**config.mk**
```make
export PLATFORM = sky130hd
export DESIGN_NAME = ttc_top
export DESIGN_NICKNAME = d
export VERILOG_FILES = /design/src/rtl/ttc_top.v
export VERILOG_INCLUDE_DIRS = /design/src /design/src/rtl
export SDC_FILE = /design/constraint.sdc
export NUM_CORES = 1
export LEC_CHECK = 0
export ABC_AREA = 0
export BUFFER_PORTS_ARGS = -buffer_cell sky130_fd_sc_hd__buf_2
export CAP_MARGIN = 5
export CORE_UTILIZATION = 30
export DETAILED_ROUTE_END_ITERATION = 8
export PLACE_DENSITY_LB_ADDON = 0.3
export RECOVER_POWER = 25
export SETUP_SLACK_MARGIN = 0.1
export SLEW_MARGIN = 20
export SYNTH_ARGS = -nofsm -noshare
export SYNTH_HDL_FRONTEND = slang
export SYNTH_SLANG_ARGS = --single-unit
```
**constraint.sdc**
```tcl
create_clock -name i_clk -period 6.75 [get_ports i_clk]
set_clock_uncertainty 0.15 [all_clocks]
set_input_delay 0 -clock i_clk [delete_from_list [all_inputs] [get_ports i_clk]]
set_output_delay 0 -clock i_clk [all_outputs]
set_load 0.02 [all_outputs]
```
**src/rtl/ttc_defines.vh**
```
// constants for the thermal throttle controller
`ifndef TTC_DEFINES_VH
`define TTC_DEFINES_VH
`define TTC_ADDR_W        4
`define TTC_OFS_CTRL      4'h0
`define TTC_OFS_ODM       4'h1
`define TTC_OFS_PERF      4'h2
`define TTC_OFS_THR       4'h3
`define TTC_OFS_STAT      4'h4
`define TTC_OFS_TEMP      4'h5
`define TTC_OFS_ID        4'h6
`define TTC_CTRL_AUTO_CM  0
`define TTC_CTRL_AUTO_FS  1
`define TTC_CTRL_FORCE_CM 2
`define TTC_CTRL_ADAPT    3
`define TTC_CTRL_IE_ASRT  4
`define TTC_CTRL_IE_DEAS  5
`define TTC_CTRL_IE_OOS   6
`define TTC_CTRL_IE_THR0  7
`define TTC_CTRL_IE_THR1  8
`define TTC_CTRL_RST      9'h003
`define TTC_ODM_EN        4
`define TTC_ODM_DUTY_HI   3
`define TTC_ODM_DUTY_LO   1
`define TTC_ODM_RST       5'h00
`define TTC_PERF_RST      3'h7
`define TTC_LOW_PT_RST    3'h1
`define TTC_THR_RST       16'h1008
`define TTC_ST_ALERT      0
`define TTC_ST_OOS        1
`define TTC_ST_OOS_STKY   2
`define TTC_ST_ASRT       3
`define TTC_ST_DEAS       4
`define TTC_ST_THR0       5
`define TTC_ST_THR1       6
`define TTC_MOD_PER       3'h7
`define TTC_SEARCH_CYC    8'hff
`define TTC_OOS_CYC       8'hff
`define TTC_ID_VAL        32'h0000_5a17
`endif

```
**src/rtl/ttc_top.v**
```verilog
// thermal throttle controller with avalon-mm register slave
//
// The Avalon-MM slave port and the placing of the registers were left to the implementer.
`timescale 1ns/1ps
`include "ttc_defines.vh"

//
// Contract
// RULE1: adaptive mode steps down one point at a time, then searches upward again; on cooling the point returns straight to sw_req instead.
// RULE2: with both auto modes enabled, frequency stepping wins over modulation.
// RULE3: force option adds modulation when stepping alone fails to cool.
// RULE4: software target above thermal target waits until thermal event ends.
// RULE5: software target below thermal target is applied at once.
// RULE6: on-demand enable bit 4 activates throttling regardless of temperature.
// RULE7: on-demand duty from 3-bit field, 12.5% to 87.5% in eighths.
// RULE8: automatic modulation uses fixed 50% on, 50% off.
// RULE9: auto mode under high temperature takes precedence over on-demand.
// RULE10: alert pin asserted when die temperature exceeds trip point.
// RULE11: optional interrupt on alert pin assertion and on deassertion.
// RULE12: no new alert in low power; existing alert held until exit and cool.
// RULE13: catastrophic temperature asserts trip output, independent of activity.
// RULE14: sensor reading is relative to maximum, never above, valid in normal state.
// RULE15: sensor reaching maximum activates enabled hardware throttling.
// RULE16: throttled and still hot latches flag_a flag, sticky copy, interrupt.
// RULE17: two programmable thresholds whose crossing can raise interrupts.
// RULE18: one package alert pin driven when either core trips.
// RULE19: modulation-only mode modulates solely the hot core, pin still asserted.
// RULE20: stepping mode moves both cores to lowest programmed thermal point.
// RULE21: external pin pull activates throttling; modulation-only hits both cores.
// RULE22: external pin with stepping: both cores lowest point, force ignored.
// RULE23: stepping returns to last requested point once temperature drops.
module ttc_top (
  input  wire        i_clk,
  input  wire        i_rst_b,
  input  wire [3:0]  i_avs_address,
  input  wire        i_avs_read,
  input  wire        i_avs_write,
  input  wire [31:0] i_avs_writedata,
  input  wire [3:0]  i_avs_byteenable,
  output reg  [31:0] o_avs_readdata,
  output reg         o_avs_waitrequest,
  input  wire [1:0]  i_core_hot,
  input  wire        i_catastrophic,
  input  wire [13:0] i_core_temp,
  input  wire        i_low_power,
  input  wire        i_thermal_alert_pin_in,
  output reg         o_thermal_alert_pin_out,
  output reg         o_thermal_alert_pin_oe,
  output reg         o_catastrophic_trip_out,
  output reg  [1:0]  o_core_clk_en,
  output reg  [2:0]  o_perf_point,
  output reg         o_irq_local
);

  reg        rst_meta;
  reg        rst_sync;
  always @(posedge i_clk or negedge i_rst_b) begin
    if (!i_rst_b) begin
      rst_meta <= 1'b0;
      rst_sync <= 1'b0;
    end else begin
      rst_meta <= 1'b1;
      rst_sync <= rst_meta;
    end
  end
  wire rst_b = rst_sync;

  reg [8:0]  ctrl;
  reg [4:0]  odm;
  reg [2:0]  sw_req;
  reg [2:0]  low_pt;
  reg [15:0] thr;
  reg [6:0]  stat;
  reg [2:0]  mod_cnt;
  reg [2:0]  therm_pt;
  reg [7:0]  search_cnt;
  reg [7:0]  oos_cnt;
  reg        alert_q;
  reg [1:0]  thr_above;
  reg        step_act;

  // sensor offsets saturate at zero: reading never exceeds maximum [RULE14]
  wire [6:0] temp0 = i_core_temp[6:0];
  wire [6:0] temp1 = i_core_temp[13:7];
  wire [6:0] tmin  = (temp0 < temp1) ? temp0 : temp1;
  wire       dts_max0 = i_core_hot[0] | (temp0 == 7'h00); // [RULE15]
  wire       dts_max1 = i_core_hot[1] | (temp1 == 7'h00); // [RULE15]
  wire [1:0] hot = {dts_max1, dts_max0};
  wire       any_hot = |hot; // [RULE18]
  wire       ext_hot = ~i_thermal_alert_pin_in & ~o_thermal_alert_pin_oe;
  wire       auto_cm = ctrl[`TTC_CTRL_AUTO_CM];
  wire       auto_fs = ctrl[`TTC_CTRL_AUTO_FS];
  wire       force_cm = ctrl[`TTC_CTRL_FORCE_CM];
  wire       adapt = ctrl[`TTC_CTRL_ADAPT];
  wire       odm_en = odm[`TTC_ODM_EN]; // [RULE6]
  wire [2:0] odm_duty = odm[`TTC_ODM_DUTY_HI:`TTC_ODM_DUTY_LO];
  wire       auto_on = auto_cm | auto_fs;
  wire       thermal = any_hot | ext_hot;

  // alert pin: no new assertion in low power, held while hot [RULE12]
  wire next_alert = alert_q ? (any_hot | i_low_power)
                            : (any_hot & ~i_low_power); // [RULE10]

  // stepping preferred over modulation when both enabled [RULE2]
  wire next_step = auto_fs & thermal; // [RULE20] [RULE22]
  // force adds modulation only for internal trips [RULE3] [RULE22]
  wire force_add = auto_fs & force_cm & any_hot & oos_cnt == `TTC_OOS_CYC;
  // modulation-only: hot cores, or both cores on external pull [RULE19] [RULE21]
  wire [1:0] auto_mod = (auto_cm & ~auto_fs) ?
                        (ext_hot ? 2'b11 : hot) :
                        (force_add ? hot : 2'b00);
  // auto under heat beats on-demand [RULE9]
  wire auto_heat = auto_on & thermal;
  wire half_on  = mod_cnt < 3'h4; // [RULE8]
  // duty n gives n of 8 cycles on
  wire odm_on   = mod_cnt < odm_duty; // [RULE7]
  reg  [1:0] next_clk_en;
  always @* begin
    next_clk_en = 2'b11;
    if (auto_heat) begin
      next_clk_en = half_on ? 2'b11 : ~auto_mod; // [RULE8]
    end else if (odm_en && odm_duty != 3'h0) begin
      next_clk_en = odm_on ? 2'b11 : 2'b00; // [RULE6] [RULE7]
    end
  end

  // thermal target: lowest, or adaptive step down; an upward step lands only in the last cycle of step_act [RULE1]
  reg [2:0] next_therm_pt;
  always @* begin
    next_therm_pt = therm_pt;
    if (!step_act) begin
      next_therm_pt = adapt ? o_perf_point : low_pt;
    end else if (!adapt || ext_hot) begin
      next_therm_pt = low_pt; // [RULE20] [RULE22]
    end else if (search_cnt == `TTC_SEARCH_CYC) begin
      if (any_hot && therm_pt > low_pt)
        next_therm_pt = therm_pt - 3'h1; // [RULE1]
      else if (!any_hot && therm_pt < sw_req)
        next_therm_pt = therm_pt + 3'h1; // [RULE1]
    end
  end

  // lower software request applies now, higher waits [RULE4] [RULE5]
  wire [2:0] next_perf = step_act ?
                         ((sw_req < therm_pt) ? sw_req : therm_pt) :
                         sw_req; // [RULE23]

  wire bus_acc = (i_avs_read | i_avs_write) & o_avs_waitrequest;
  // write lands on the edge where waitrequest is seen low
  wire wr = i_avs_write & ~o_avs_waitrequest;
  wire rd = i_avs_read & o_avs_waitrequest;
  wire alert_rise = next_alert & ~alert_q;
  wire alert_fall = ~next_alert & alert_q;
  wire [1:0] thr_cross = {tmin <= thr[14:8], tmin <= thr[6:0]};
  wire oos_ev = (step_act | ~&next_clk_en) & any_hot &
                oos_cnt == `TTC_OOS_CYC; // [RULE16]
  wire st_clr = wr && i_avs_address == `TTC_OFS_STAT && i_avs_byteenable[0];
  wire [6:0] clr_mask = st_clr ? i_avs_writedata[6:0] : 7'h00;
  // hardware sets win over write-one-to-clear
  wire [6:0] set_v = {thr_cross[1] & ~thr_above[1],
                      thr_cross[0] & ~thr_above[0], // [RULE17]
                      alert_fall, alert_rise, // [RULE11]
                      oos_ev, 1'b0, 1'b0};
  wire [6:0] next_stat = {(stat[6:3] & ~clr_mask[6:3]) | set_v[6:3],
                          (stat[2] & ~clr_mask[2]) | oos_ev,
                          any_hot & (stat[1] | oos_ev),
                          next_alert};
  wire next_irq = (stat[3] & ctrl[`TTC_CTRL_IE_ASRT]) |
                  (stat[4] & ctrl[`TTC_CTRL_IE_DEAS]) |
                  (stat[2] & ctrl[`TTC_CTRL_IE_OOS]) |
                  (stat[5] & ctrl[`TTC_CTRL_IE_THR0]) |
                  (stat[6] & ctrl[`TTC_CTRL_IE_THR1]);

  reg [31:0] rdata;
  always @* begin
    case (i_avs_address)
      `TTC_OFS_CTRL: rdata = {23'h0, ctrl};
      `TTC_OFS_ODM:  rdata = {27'h0, odm};
      `TTC_OFS_PERF: rdata = {13'h0, o_perf_point, 1'b0, therm_pt,
                              1'b0, low_pt, 5'h00, sw_req};
      `TTC_OFS_THR:  rdata = {16'h0, thr};
      `TTC_OFS_STAT: rdata = {25'h0, stat};
      // readout valid only outside low power [RULE14]
      `TTC_OFS_TEMP: rdata = {15'h0, ~i_low_power, 1'b0, temp1, 1'b0, temp0};
      `TTC_OFS_ID:   rdata = `TTC_ID_VAL; // arbitrary value
      default:       rdata = 32'h0;
    endcase
  end

  always @(posedge i_clk or negedge rst_b) begin
    if (!rst_b) begin
      ctrl <= `TTC_CTRL_RST;
      odm <= `TTC_ODM_RST;
      sw_req <= `TTC_PERF_RST;
      low_pt <= `TTC_LOW_PT_RST;
      thr <= `TTC_THR_RST;
      stat <= 7'h00;
      mod_cnt <= 3'h0;
      therm_pt <= `TTC_PERF_RST;
      search_cnt <= 8'h00;
      oos_cnt <= 8'h00;
      alert_q <= 1'b0;
      thr_above <= 2'b00;
      step_act <= 1'b0;
      o_avs_readdata <= 32'h0;
      o_avs_waitrequest <= 1'b1;
      o_thermal_alert_pin_out <= 1'b1;
      o_thermal_alert_pin_oe <= 1'b0;
      o_catastrophic_trip_out <= 1'b0;
      o_core_clk_en <= 2'b11;
      o_perf_point <= `TTC_PERF_RST;
      o_irq_local <= 1'b0;
    end else begin
      // one wait cycle, then acknowledge
      o_avs_waitrequest <= ~(bus_acc & o_avs_waitrequest) | ~o_avs_waitrequest;
      if (rd)
        o_avs_readdata <= rdata;
      if (wr && i_avs_byteenable[0]) begin
        case (i_avs_address)
          `TTC_OFS_CTRL: ctrl[7:0] <= i_avs_writedata[7:0];
          `TTC_OFS_ODM:  odm <= i_avs_writedata[4:0]; // [RULE6]
          `TTC_OFS_PERF: sw_req <= i_avs_writedata[2:0];
          `TTC_OFS_THR:  thr[7:0] <= i_avs_writedata[7:0]; // [RULE17]
          default: ;
        endcase
      end
      if (wr && i_avs_byteenable[1]) begin
        case (i_avs_address)
          `TTC_OFS_CTRL: ctrl[8] <= i_avs_writedata[8];
          `TTC_OFS_PERF: low_pt <= i_avs_writedata[10:8];
          `TTC_OFS_THR:  thr[15:8] <= i_avs_writedata[15:8];
          default: ;
        endcase
      end
      stat <= next_stat;
      thr_above <= thr_cross;
      mod_cnt <= mod_cnt + 3'h1;
      step_act <= next_step;
      therm_pt <= next_therm_pt;
      // pacing of adaptive search and flag_a dwell
      search_cnt <= (step_act && search_cnt != `TTC_SEARCH_CYC) ?
                    search_cnt + 8'h01 : 8'h00;
      oos_cnt <= (any_hot && oos_cnt != `TTC_OOS_CYC) ?
                 oos_cnt + 8'h01 : (any_hot ? oos_cnt : 8'h00);
      alert_q <= next_alert;
      o_thermal_alert_pin_out <= 1'b0;
      o_thermal_alert_pin_oe <= next_alert; // [RULE10] [RULE18]
      // trip latches until reset; no bus traffic needed [RULE13]
      o_catastrophic_trip_out <= o_catastrophic_trip_out | i_catastrophic;
      o_core_clk_en <= i_catastrophic ? 2'b00 : next_clk_en; // [RULE13]
      o_perf_point <= next_perf; // [RULE4] [RULE5] [RULE23]
      o_irq_local <= next_irq; // [RULE11] [RULE16] [RULE17]
    end
  end

endmodule // ttc_top

```
**Word-level counts from Yosys, hierarchy flattened**

Index checks and enable logic that the tools add are counted.

- Bits of input ports: 63
- Flip-flop bits (word level): 112
- Word-level logic and storage cells: 154

- Add/sub/neg operators: 5
- Muxes and demuxes: 23
- $lt $le $gt $ge: 8
- Reductions and logical operators: 27
- Bitwise gates (word level): 54
- Equal/unequal tests: 13

Operator list:

| operator | count |
|---|---|
| $pmux 19 s7 | 1 |
| $and 1x1->1 | 25 |
| $mux 3 | 8 |
| $mux 8 | 3 |
| $reduce_and 2->1 | 9 |
| $add 8x1->8 const B | 2 |
| $eq 8x8->1 const B | 2 |
| $mux 2 | 8 |
| $ne 8x8->1 const B | 2 |
| $or 1x1->1 | 15 |
| $le 7x7->1 | 2 |
| $logic_not 7->1 | 2 |
| $mux 7 | 2 |
| $eq 4x3->1 const B | 3 |
| $not 1->1 | 10 |
| $logic_and 1x1->1 | 9 |
| $lt 3x3->1 | 3 |
| $eq 4x2->1 const B | 2 |
| $lt 7x7->1 | 1 |
| $add 3x1->3 const B | 2 |
| $and 4x4->4 | 1 |
| $eq 4x1->1 const B | 1 |
| $logic_not 4->1 | 1 |
| $ne 4x1->1 const B | 1 |
| 13 further kinds | 15 |

**Longest topological paths before layout**

Gate-level depths: netlist (run 1).

- Depth in word-level cells: 17
- Gate-level depth with buffers: 14
- Depth with buffers taken out: 14

**Worst setup path before layout (run 1)**

OpenSTA, ideal clock, no wires.

- Kind: input port to flip-flop
- From: in i_core_temp[8]
- To: reg stat[5]
- Cell stages on the path: 14
- Arrival time: 2.465 ns
- Setup time: 0.065 ns
- Data required time: 6.535 ns
- Setup slack: 4.070 ns
- Cell sequence: inv_1 -> ha_1 -> a21o_1 -> a21oi_1 -> o2111ai_1 -> a21oi_2 -> mux2_2 -> ha_1 -> nor2b_1 -> o21a_1 -> o21ai_0 -> nand2_1 -> o21ai_0 -> a22o_1

- Word-level cells in the longest chain between the ends: 5

RTL lines:

| item | RTL line | RTL |
|---|---|---|
| start, declared | ttc_top.v:44 | `input wire [13:0] i_core_temp,` |
| $lt 7x7->1 | ttc_top.v:85 | `wire [6:0] tmin = (temp0 < temp1) ? temp0 : temp1;` |
| $mux 7 (*) | ttc_top.v:85 |  |
| $le 7x7->1 (*) | ttc_top.v:154 | `wire [1:0] thr_cross = {tmin <= thr[14:8], tmin <= thr[6:0]};` |
| via thr_cross[0] | ttc_top.v:154 |  |
| $and 1x1->1 (*) | ttc_top.v:161 | `thr_cross[0] & ~thr_above[0],` |
| $or 4x4->4 (*) | ttc_top.v:164 | `wire [6:0] next_stat = {(stat[6:3] & ~clr_mask[6:3]) \| set_v[6:3],` |
| via next_stat[5] | ttc_top.v:164 |  |
| end signal, assigned | ttc_top.v:235 | `stat <= next_stat;` |
| end, declared | ttc_top.v:73 | `reg [6:0] stat;` |

Mark *: on every way through the listed nets, which the timed path passes. The rest lies on a longest branch.
A chain may end at the register's enable or synchronous reset.

**Worst setup path in the final report (run 1)**

- From: in i_core_temp[12]
- To: reg stat[6]

- Word-level cells in the longest chain between the ends: 5

RTL lines:

| item | RTL line | RTL |
|---|---|---|
| $lt 7x7->1 | ttc_top.v:85 |  |
| $mux 7 (*) | ttc_top.v:85 |  |
| $le 7x7->1 (*) | ttc_top.v:154 |  |
| via thr_cross[1] | ttc_top.v:154 |  |
| $and 1x1->1 (*) | ttc_top.v:160 | `wire [6:0] set_v = {thr_cross[1] & ~thr_above[1],` |
| $or 4x4->4 (*) | ttc_top.v:164 |  |
| via next_stat[6] | ttc_top.v:164 |  |

Marked as above.

==> impl_summary.md, run 1 <==
Floorplan
105 I/O pins were placed. The floorplan step defined a die boundary enclosing 0.0186 mm^2. After floorplanning, the core was divided into 48 placement rows. The die is 136 um wide. The floorplan step defined a core boundary enclosing 0.0175 mm^2. Measured along the y axis, the die boundary spans 136 um.

Once the floorplan was initialized, standard cells occupied 31.0% of the core.

CTS
The clock latency reported for the late side of the worst-skew pair is 350 ps. The register clock-pin slew on the reported worst setup and hold paths is 60 ps. The cell at the root of the clock tree is sky130_fd_sc_hd__clkbuf_16. The clock sink count is 98.

The number of gates resized after CTS is 0. TritonCTS built the clock tree. The number of H-tree branching levels is 3.

Counting the buffers created by CTS gives 9. The longest clock path from root to sink contains 2 buffers.

Power
The maximum VDD drop is 0.130 mV. In this run the power density over the cells is 250 mW/mm^2. The static leakage power is 2.95 nW.

Critical path
The buffer and inverter count on the worst path is 3. The maximum fanout along the worst path is 7. The type of element capturing the critical path is a flop. In this design, the stage delay of the slowest critical-path cell is 530 ps.

The signal on the critical path passes through dlygate4sd3_1, buf_2, inv_1, ha_1, nand3_1, o2111ai_1, a21oi_2, mux2_2, ha_1, nor2b_1, o21a_1, o21ai_0, nand2_1, o21ai_0, a22o_1. The setup path with the least slack is of type in2reg. The standard cell with the maximum stage delay on the critical path is sky130_fd_sc_hd__dlygate4sd3_1. The startpoint kind of the worst setup timing path is a primary input. For the worst setup path, the data arrival time is 3430 ps. The required time reported for the critical path endpoint is 6890 ps. The cell class contributing the biggest share of worst-path delay is compound AO/OA/AOI/OAI gates.

Global routing
The via count of the first global-routing pass is 4,522. The met2 capacity usage during global routing is 27.0%. The pin count of the biggest net entering global routing is 59.

The total global-route track usage is 17.0%. For met1 alone, demand over resource in global routing was 22.9%. The initial antenna violation count was 1. The layer flagged by global routing as most heavily used is met2. For this run, global-route usage on met3 was measured as 3.21%.

The total global routing overflow is 0. The first global-routing pass estimated 23.9 mm of wire.

Route
The routed wire length per instance is 16.8 um. The detailed router finished its first iteration with 356 violations. The via count of the routed design is 4,503. Once detail routing completed, the nets flagged for antenna violations numbered 0. The routed wire length is 14.9 mm. The first-pass iteration count of the detailed router is 7. Using the TritonRoute via totals, the vias-per-cell ratio works out to 5.07. After detailed routing, the number of remaining DRC violations is 0.

Timing
Timing would allow up to 304 MHz. The share of the clock period used by the worst path after layout is 48.8%. Setup repair after global routing left no endpoint under its margin. Summed over all failing endpoints, the final setup total negative slack is 0 ps. The worst pin sits at a relative slew slack of -10.4%. At the pin with the least slew margin, the transition time is 1660 ps. Subtracting the final worst setup slack from the clock period gives 3290 ps. The number of endpoints with negative hold slack in the final report is 0. The final-report max-slew violation count was 40. The total of endpoints with negative setup slack in the final report is 0.

Synthesis
In the synthesized netlist the dominant register cell turns out to be sky130_fd_sc_hd__dfrtp_1. The fraction of the yosys area taken by sequential cells is 45.6%. Ranked by total cell area, the synthesized netlist is headed by sky130_fd_sc_hd__dfrtp_1, sky130_fd_sc_hd__dfstp_2, sky130_fd_sc_hd__ha_1. The synthesized flop and latch total is 98. The synthesized area divided by synthesized cell count is 9.60 um^2. The number of synthesized flops with an enable pin is 0. The library cell with the largest summed area after synthesis is sky130_fd_sc_hd__dfrtp_1. Summed over its instances, the top area cell type makes up 36.9% of the synthesized netlist area. The fraction of synthesis flops using an asynchronous set or reset pin is 100%.

The post-synthesis instance area is 0.00542 mm^2. The Yosys step of the flow raised 0 warnings. In the synthesized netlist, the number of instances is 565. The distinct cell type count of the synthesized netlist is 56.

Final layout
The antenna cell count is 0. The commonest non-fill, non-tap cell in the layout is sky130_fd_sc_hd__dfrtp_1. Once layout is complete, the utilization of the core stands at 37.2%. The total number of nets in the final design is 753. Relative to the synthesized area, the layout overhead comes to 19.8%. The top cell types in the final layout, fill and taps aside, are sky130_fd_sc_hd__dfrtp_1, sky130_fd_sc_hd__nand2_1, sky130_fd_sc_hd__buf_2, sky130_fd_sc_hd__o21ai_0, sky130_fd_sc_hd__nor2_1. The share of post-route cells with drive strength above 1 is 21.3%.

Placement
The placer congestion estimate is 0.835. The placed wire-length estimate after detailed placement is 11.3 mm. In this run the tool buffered the top-level ports with 73 buffer cells.

Hold path
The class of the most critical hold timing path is in2reg.

Flow run
The tool flagged a number of max-cap violations equal to 1.

Outcome
The final reports fail on max-capacitance violations, max-slew violations. The flow ran to the end, but the final reports show violations.
[flip-flops by register name (all words and copies together) (netlist names), 5 cells and up]
register and count:
search_cnt 8, oos_cnt 8, thr 16, ctrl 9
o_avs_readdata 19, stat 7, odm 5
[cells in the mapped netlist (all sizes together) (5+ instances only)]
| library cell | number |
|---|---|
| dfrtp | 80 |
| nand2 | 78 |
| o21ai | 57 |
| nor2 | 41 |
| inv | 32 |
| ha | 31 |
| mux2 | 30 |
| a21oi | 25 |
| buf | 19 |
| dfstp | 18 |
| nand3 | 16 |
| clkbuf | 14 |
| nor2b | 11 |
| mux2i | 8 |
| nand2b | 8 |
| nor3 | 8 |
| xor2 | 7 |
| a221oi | 6 |
| a222oi | 6 |
| nand4 | 6 |
| and3 | 5 |
| nand3b | 5 |
[cell families after synthesis]
group | share of synthesized area (%)
simple gates | 16.9
compound gates | 14.7
flops | 45.6
buf+inv | 5.63
mux | 7.70
fa+ha+maj | 7.52
xor+xnor | 1.78
other cells | 0.138
[layer usage]
layer	share of wire, %	wire (um)	vias up
met3	4.9	738	17
met1	47	6970	2214
met5	0	0	-
met4	2.1	308	0
li1	-	-	2138
met2	46	6900	134
[per-stage QoR]
stage	setup slack, ps	instance area (um^2)	hold WS, ps	std cells	power (mW)
6_report	3460	6500	10.7	888	1.62
5_1_grt	3220	6500	21.5	888	1.72
4_1_cts	3450	6520	4.21	888	1.64
3_5_place_dp	3470	5950	-355	844	1.13
3_3_place_gp	3530	5950	-359	844	1.11
2_1_floorplan	3700	5470	-446	578	1.00
[report_power, final]
| part | internal (mW) | total, mW | switching [mW] |
|---|---|---|---|
| logic | 0.157 | 0.374 | 0.217 |
| registers | 0.679 | 0.755 | 0.0757 |
| clock network | 0.272 | 0.495 | 0.223 |
[worst reg2reg max path, cell delays in order (launching register included)]
cell,delay (ps)
sky130_fd_sc_hd__dfstp_2,580
sky130_fd_sc_hd__inv_1,100
sky130_fd_sc_hd__ha_1,190
sky130_fd_sc_hd__nor2b_1,110
sky130_fd_sc_hd__o21a_1,110
sky130_fd_sc_hd__o21ai_0,170
sky130_fd_sc_hd__nand2b_1,240
sky130_fd_sc_hd__fa_1,430
sky130_fd_sc_hd__or3_1,390
sky130_fd_sc_hd__a31oi_1,180
sky130_fd_sc_hd__o32a_2,160
[final timing paths]
path | slack (ps) | to | startpoint | depth (start not counted)
worst min register to register | 200 | rst_b | rst_meta | 0
min in group asynchronous | 350 | rst_b | i_rst_b | 3
worst max-delay path | 3460 | stat[6] | i_core_temp[12] | 15
max in group asynchronous | 4310 | thr[13] | rst_b | 1
worst min-delay path | 10 | low_pt[2] | i_avs_byteenable[1] | 5
worst max register to register | 3910 | therm_pt[2] | therm_pt[0] | 10
[what timing repair did]
item                                   4_1_cts  5_1_grt
endpoints found under the hold margin       51        0
setup buffers                                0        0
hold buffers                                28        0
[cell type report]
cell class                      count  area, um^2
Fill cell                        1757       11000
Multi-Input combinational cell    415        2700
Sequential cell                    98        2470
Timing Repair Buffer              102         641
Tap cell                          225         282
Clock buffer                       12         258
Inverter                           32         120
Clock inverter                      4        26.3
Note: power is estimated with default switching activity, not from simulation.
==> inputs of run 2 (changes only) <==
- clock period: 6.75 -> 3.4 ns (I/O delays scaled with it)
==> run 2 against run 1 <==
Wire length is 0.60% higher. The run still ends with max-capacitance violations, max-slew violations left. Critical endpoint unchanged. Global-route usage grew 0.15 points. Die area unchanged. Sequential cell count stayed put. Sequential share of layout area shrank 0.66 points. Worst hold slack improved by 2.4 ps. Combinational power grew 110%. First-iteration DRC count rose by 1.4%. Register-to-register slack worse by 3400 ps. Critical path depth unchanged. Sequential power is 97% higher. Clock power increased by 110%.
==> impl_summary.md, run 2 (same netlist as run 1, synthesis figures left out) <==
Route
The routed wire length is 15.0 mm (+0.60%). The number of antenna-violating nets in the routed design is 0 (unchanged). The via count of the routed design is 4,577 (+1.6%). The number of DRC markers after the initial detailed-route iteration came to 361 (+1.4%). The remaining design rule violation count is 0 (unchanged). The ratio of routed vias to standard cells is 5.09 (+0.29%). The routed wire length per instance was 16.7 um (-0.74%).

The first-pass iteration count of the detailed router is 5 (-2).

Timing
The final-report max-slew violation count is 97 (+140%). The number of endpoints with negative hold slack in the final report is 0 (unchanged). The measured slew at the worst slew-check pin is 2410 ps (+754 ps). The slack of the critical path came to 346 ps (-3110 ps). The relative max-transition margin is -60.6% (-50 points). The total of endpoints with negative setup slack in the final report came to 0 (unchanged). The summed negative setup slack over all endpoints is 0 ps (unchanged).

Setup repair after global routing left no endpoint under its margin. The post-layout minimum cycle time is 3050 ps. Static timing analysis puts the maximum clock frequency at 327 MHz. The share of the clock period used by the worst path after layout is 89.8%.

Final layout
The number of flip-flops in the largest register came to 19 (unchanged). In the layout the commonest cells are sky130_fd_sc_hd__dfrtp_1, sky130_fd_sc_hd__nand2_1, sky130_fd_sc_hd__buf_2, sky130_fd_sc_hd__o21ai_0, sky130_fd_sc_hd__nor2_1. The share of the core filled with cells is 37.9% (+0.72 points). Leaving out fill and tap cells, the most frequent cell in the layout is sky130_fd_sc_hd__dfrtp_1. The layout overhead on the synthesized area is 22.1%.

The area of all placed cells without fillers is 0.00663 mm^2 (+1.9%). The register with the most flip-flops in the final layout is o_avs_readdata. The share of post-route cells with drive strength above 1 is 23.9% (+2.6 points). The number of fillers in the final layout is 1,727 (-1.7%). The total number of nets in the final design is 765 (+1.6%).

The flip-flop and latch area is 0.00248 mm^2 (+0.15%). The antenna cell count came to 0 (unchanged). The area of combinational cells with multiple inputs is 0.00270 mm^2 (about the same). The largest registers in the layout are o_avs_readdata: 19 flops, thr: 16 flops, ctrl: 9 flops.

Power
The part of the total power dissipated in combinational logic is 23.3% (+0.3 points). The power density normalized to cell area is 498 mW/mm^2 (+99%). The power dissipated by switching net loads is 1.03 mW (+100%). The switching part of the total was 31.3% (-0.46 points). The share of power burned in the clock network was 31.5% (+1.0 points). The maximum VDD drop is 0.293 mV (+120%). The static leakage power is 3.04 nW (+3.1%).

The sequential share of power is 45.2% (-1.3 points). The internal power contribution came to 2.27 mW (+100%). The total power is 3.30 mW (+100%).

Flow run
The total of max-cap violations is 1 (unchanged).

CTS
The clock latency reported for the late side of the worst-skew pair came to 350 ps (about the same). The number of H-tree branching levels is 3 (unchanged). The clock sink count is 98 (unchanged). The maximum root-to-sink buffer count came to 2 (unchanged). The total CTS buffers is 9 (unchanged). The register clock-pin slew on the reported worst setup and hold paths was 60 ps (about the same).

The tree is rooted in a sky130_fd_sc_hd__clkbuf_16. The CTS tree is yes.

Global routing
The initial antenna violation count is 0 (-1). The pin count of the biggest net entering global routing is 97 (+64%). The total global-route track usage is 17.2% (+0.15 points). The total global routing overflow is 0 (unchanged). The via count of the first global-routing pass is 4,530 (+0.18%). The first-pass GRT wire length came to 24.2 mm (+1.1%).

Critical path
The maximum fanout along the worst path was 5 (-2). The worst stage delay on the critical path was 520 ps (about the same). The largest individual stage delay along the critical path comes from the cell sky130_fd_sc_hd__dlygate4sd3_1.

The cell type with the highest occurrence count on the critical path is sky130_fd_sc_hd__ha_1. The arrival time of data at the critical path endpoint is 3190 ps (-240 ps). The type of the worst setup path is in2reg. The type of element capturing the critical path is a flop.

The required time reported for the critical path endpoint is 3540 ps (-3350 ps). The critical path goes through dlygate4sd3_1, buf_2, inv_1, ha_1, a21oi_1, o2111ai_1, a21oi_4, mux2_2, ha_1, nor2b_1, o21a_1, o21ai_0, nand2_1, o21ai_1, a22o_1. The startpoint kind of the worst setup timing path is a primary input.

Floorplan
The floorplan die width was 136 um (unchanged). The vertical die dimension was 136 um (unchanged). The standard-cell row count is 48 (unchanged).

The initial core utilization is 31.0% (unchanged). The core footprint came to 0.0175 mm^2 (unchanged). The top-level I/O count is 105 (unchanged). The area of the die was 0.0186 mm^2 (unchanged).

Outcome
The run finished, with violations left. The checks that failed: max-capacitance violations, max-slew violations.

Hold path
The min-delay analysis places its worst path in the category in2reg.

Placement
The pre-CTS setup slack came to 181 ps (-3290 ps). The number of port buffers was 73 (unchanged). The placed wire-length estimate after detailed placement is 11.2 mm (-0.92%). The placed standard-cell area is 0.00601 mm^2 (+0.99%). The placer congestion estimate is 0.844 (+1.1%).
-- run 2: cell count changes in the layout (fill, tap and decap cells not counted), sizes merged --
cell         before  now
bufinv            0    1
clkbuf           22   13
clkinvlp          1    3
buf              64   83
dlygate4sd3      28   30
clkinv            3    0
-- run 2: critical path: cells and delay by family --
kind / cells / cell delay, ps
AO/OA/AOI/OAI: 7 / 1290
AND/OR/NAND/NOR: 2 / 210
multiplexers: 1 / 380
buffers and inverters: 3 / 750
adder cells (fa/ha/maj): 2 / 560
-- run 2: metrics by stage --
step                      std cells  hold WS [ps]
after floorplan                 578          -446
after global placement          851          -364
after detailed placement        851          -363
after CTS                       897          3.90
after global routing            900          11.7
final                           900          13.1
-- run 2: cell type report --
type / count / area share [%]
flip-flops and latches: 98 / 37.4
multi-input cells: 415 / 40.8
clock inverters: 4 / 0.793
well taps: 225 / 4.25
clock buffers: 12 / 3.72
inverters: 32 / 1.81
repair buffers: 114 / 11.3
-- run 2: final timing paths --
path / start / to / slack, ps / cells after the start
max in group asynchronous: rst_b / o_avs_readdata[15] / 710 / 1
hold / removal: i_core_hot[1] / stat[0] / 10 / 4
setup / recovery: i_core_temp[9] / stat[6] / 350 / 15
min in group asynchronous: i_rst_b / rst_b / 340 / 3
hold reg to reg: rst_meta / rst_b / 210 / 0
setup reg to reg: therm_pt[0] / therm_pt[2] / 480 / 10
-- run 2: routing by layer --
layer  part of all wire [%]  track usage, %
met1                     47            23.1
met5                      0               0
met4                    1.3            4.57
met3                    4.5            3.65
met2                     47            27.8
-- run 2: timing repair --
item                       in CTS  in global routing
hold buffers                   30                  0
resized for setup               0                  2
setup endpoints to repair       0                  3
hold endpoints to repair       50                  0
setup buffers                   0                  3
-- run 2: power groups by stage --
| stage | clock, mW | combinational (mW) | sequential, mW |
|---|---|---|---|
| 6_report | 1.04 | 0.768 | 1.49 |
| 5_1_grt | 1.12 | 0.871 | 1.51 |
| 4_1_cts | 1.07 | 0.767 | 1.49 |
| 3_5_place_dp | 0 | 0.736 | 1.51 |
| 3_3_place_gp | 0 | 0.704 | 1.50 |
| 2_1_floorplan | 0 | 0.474 | 1.51 |
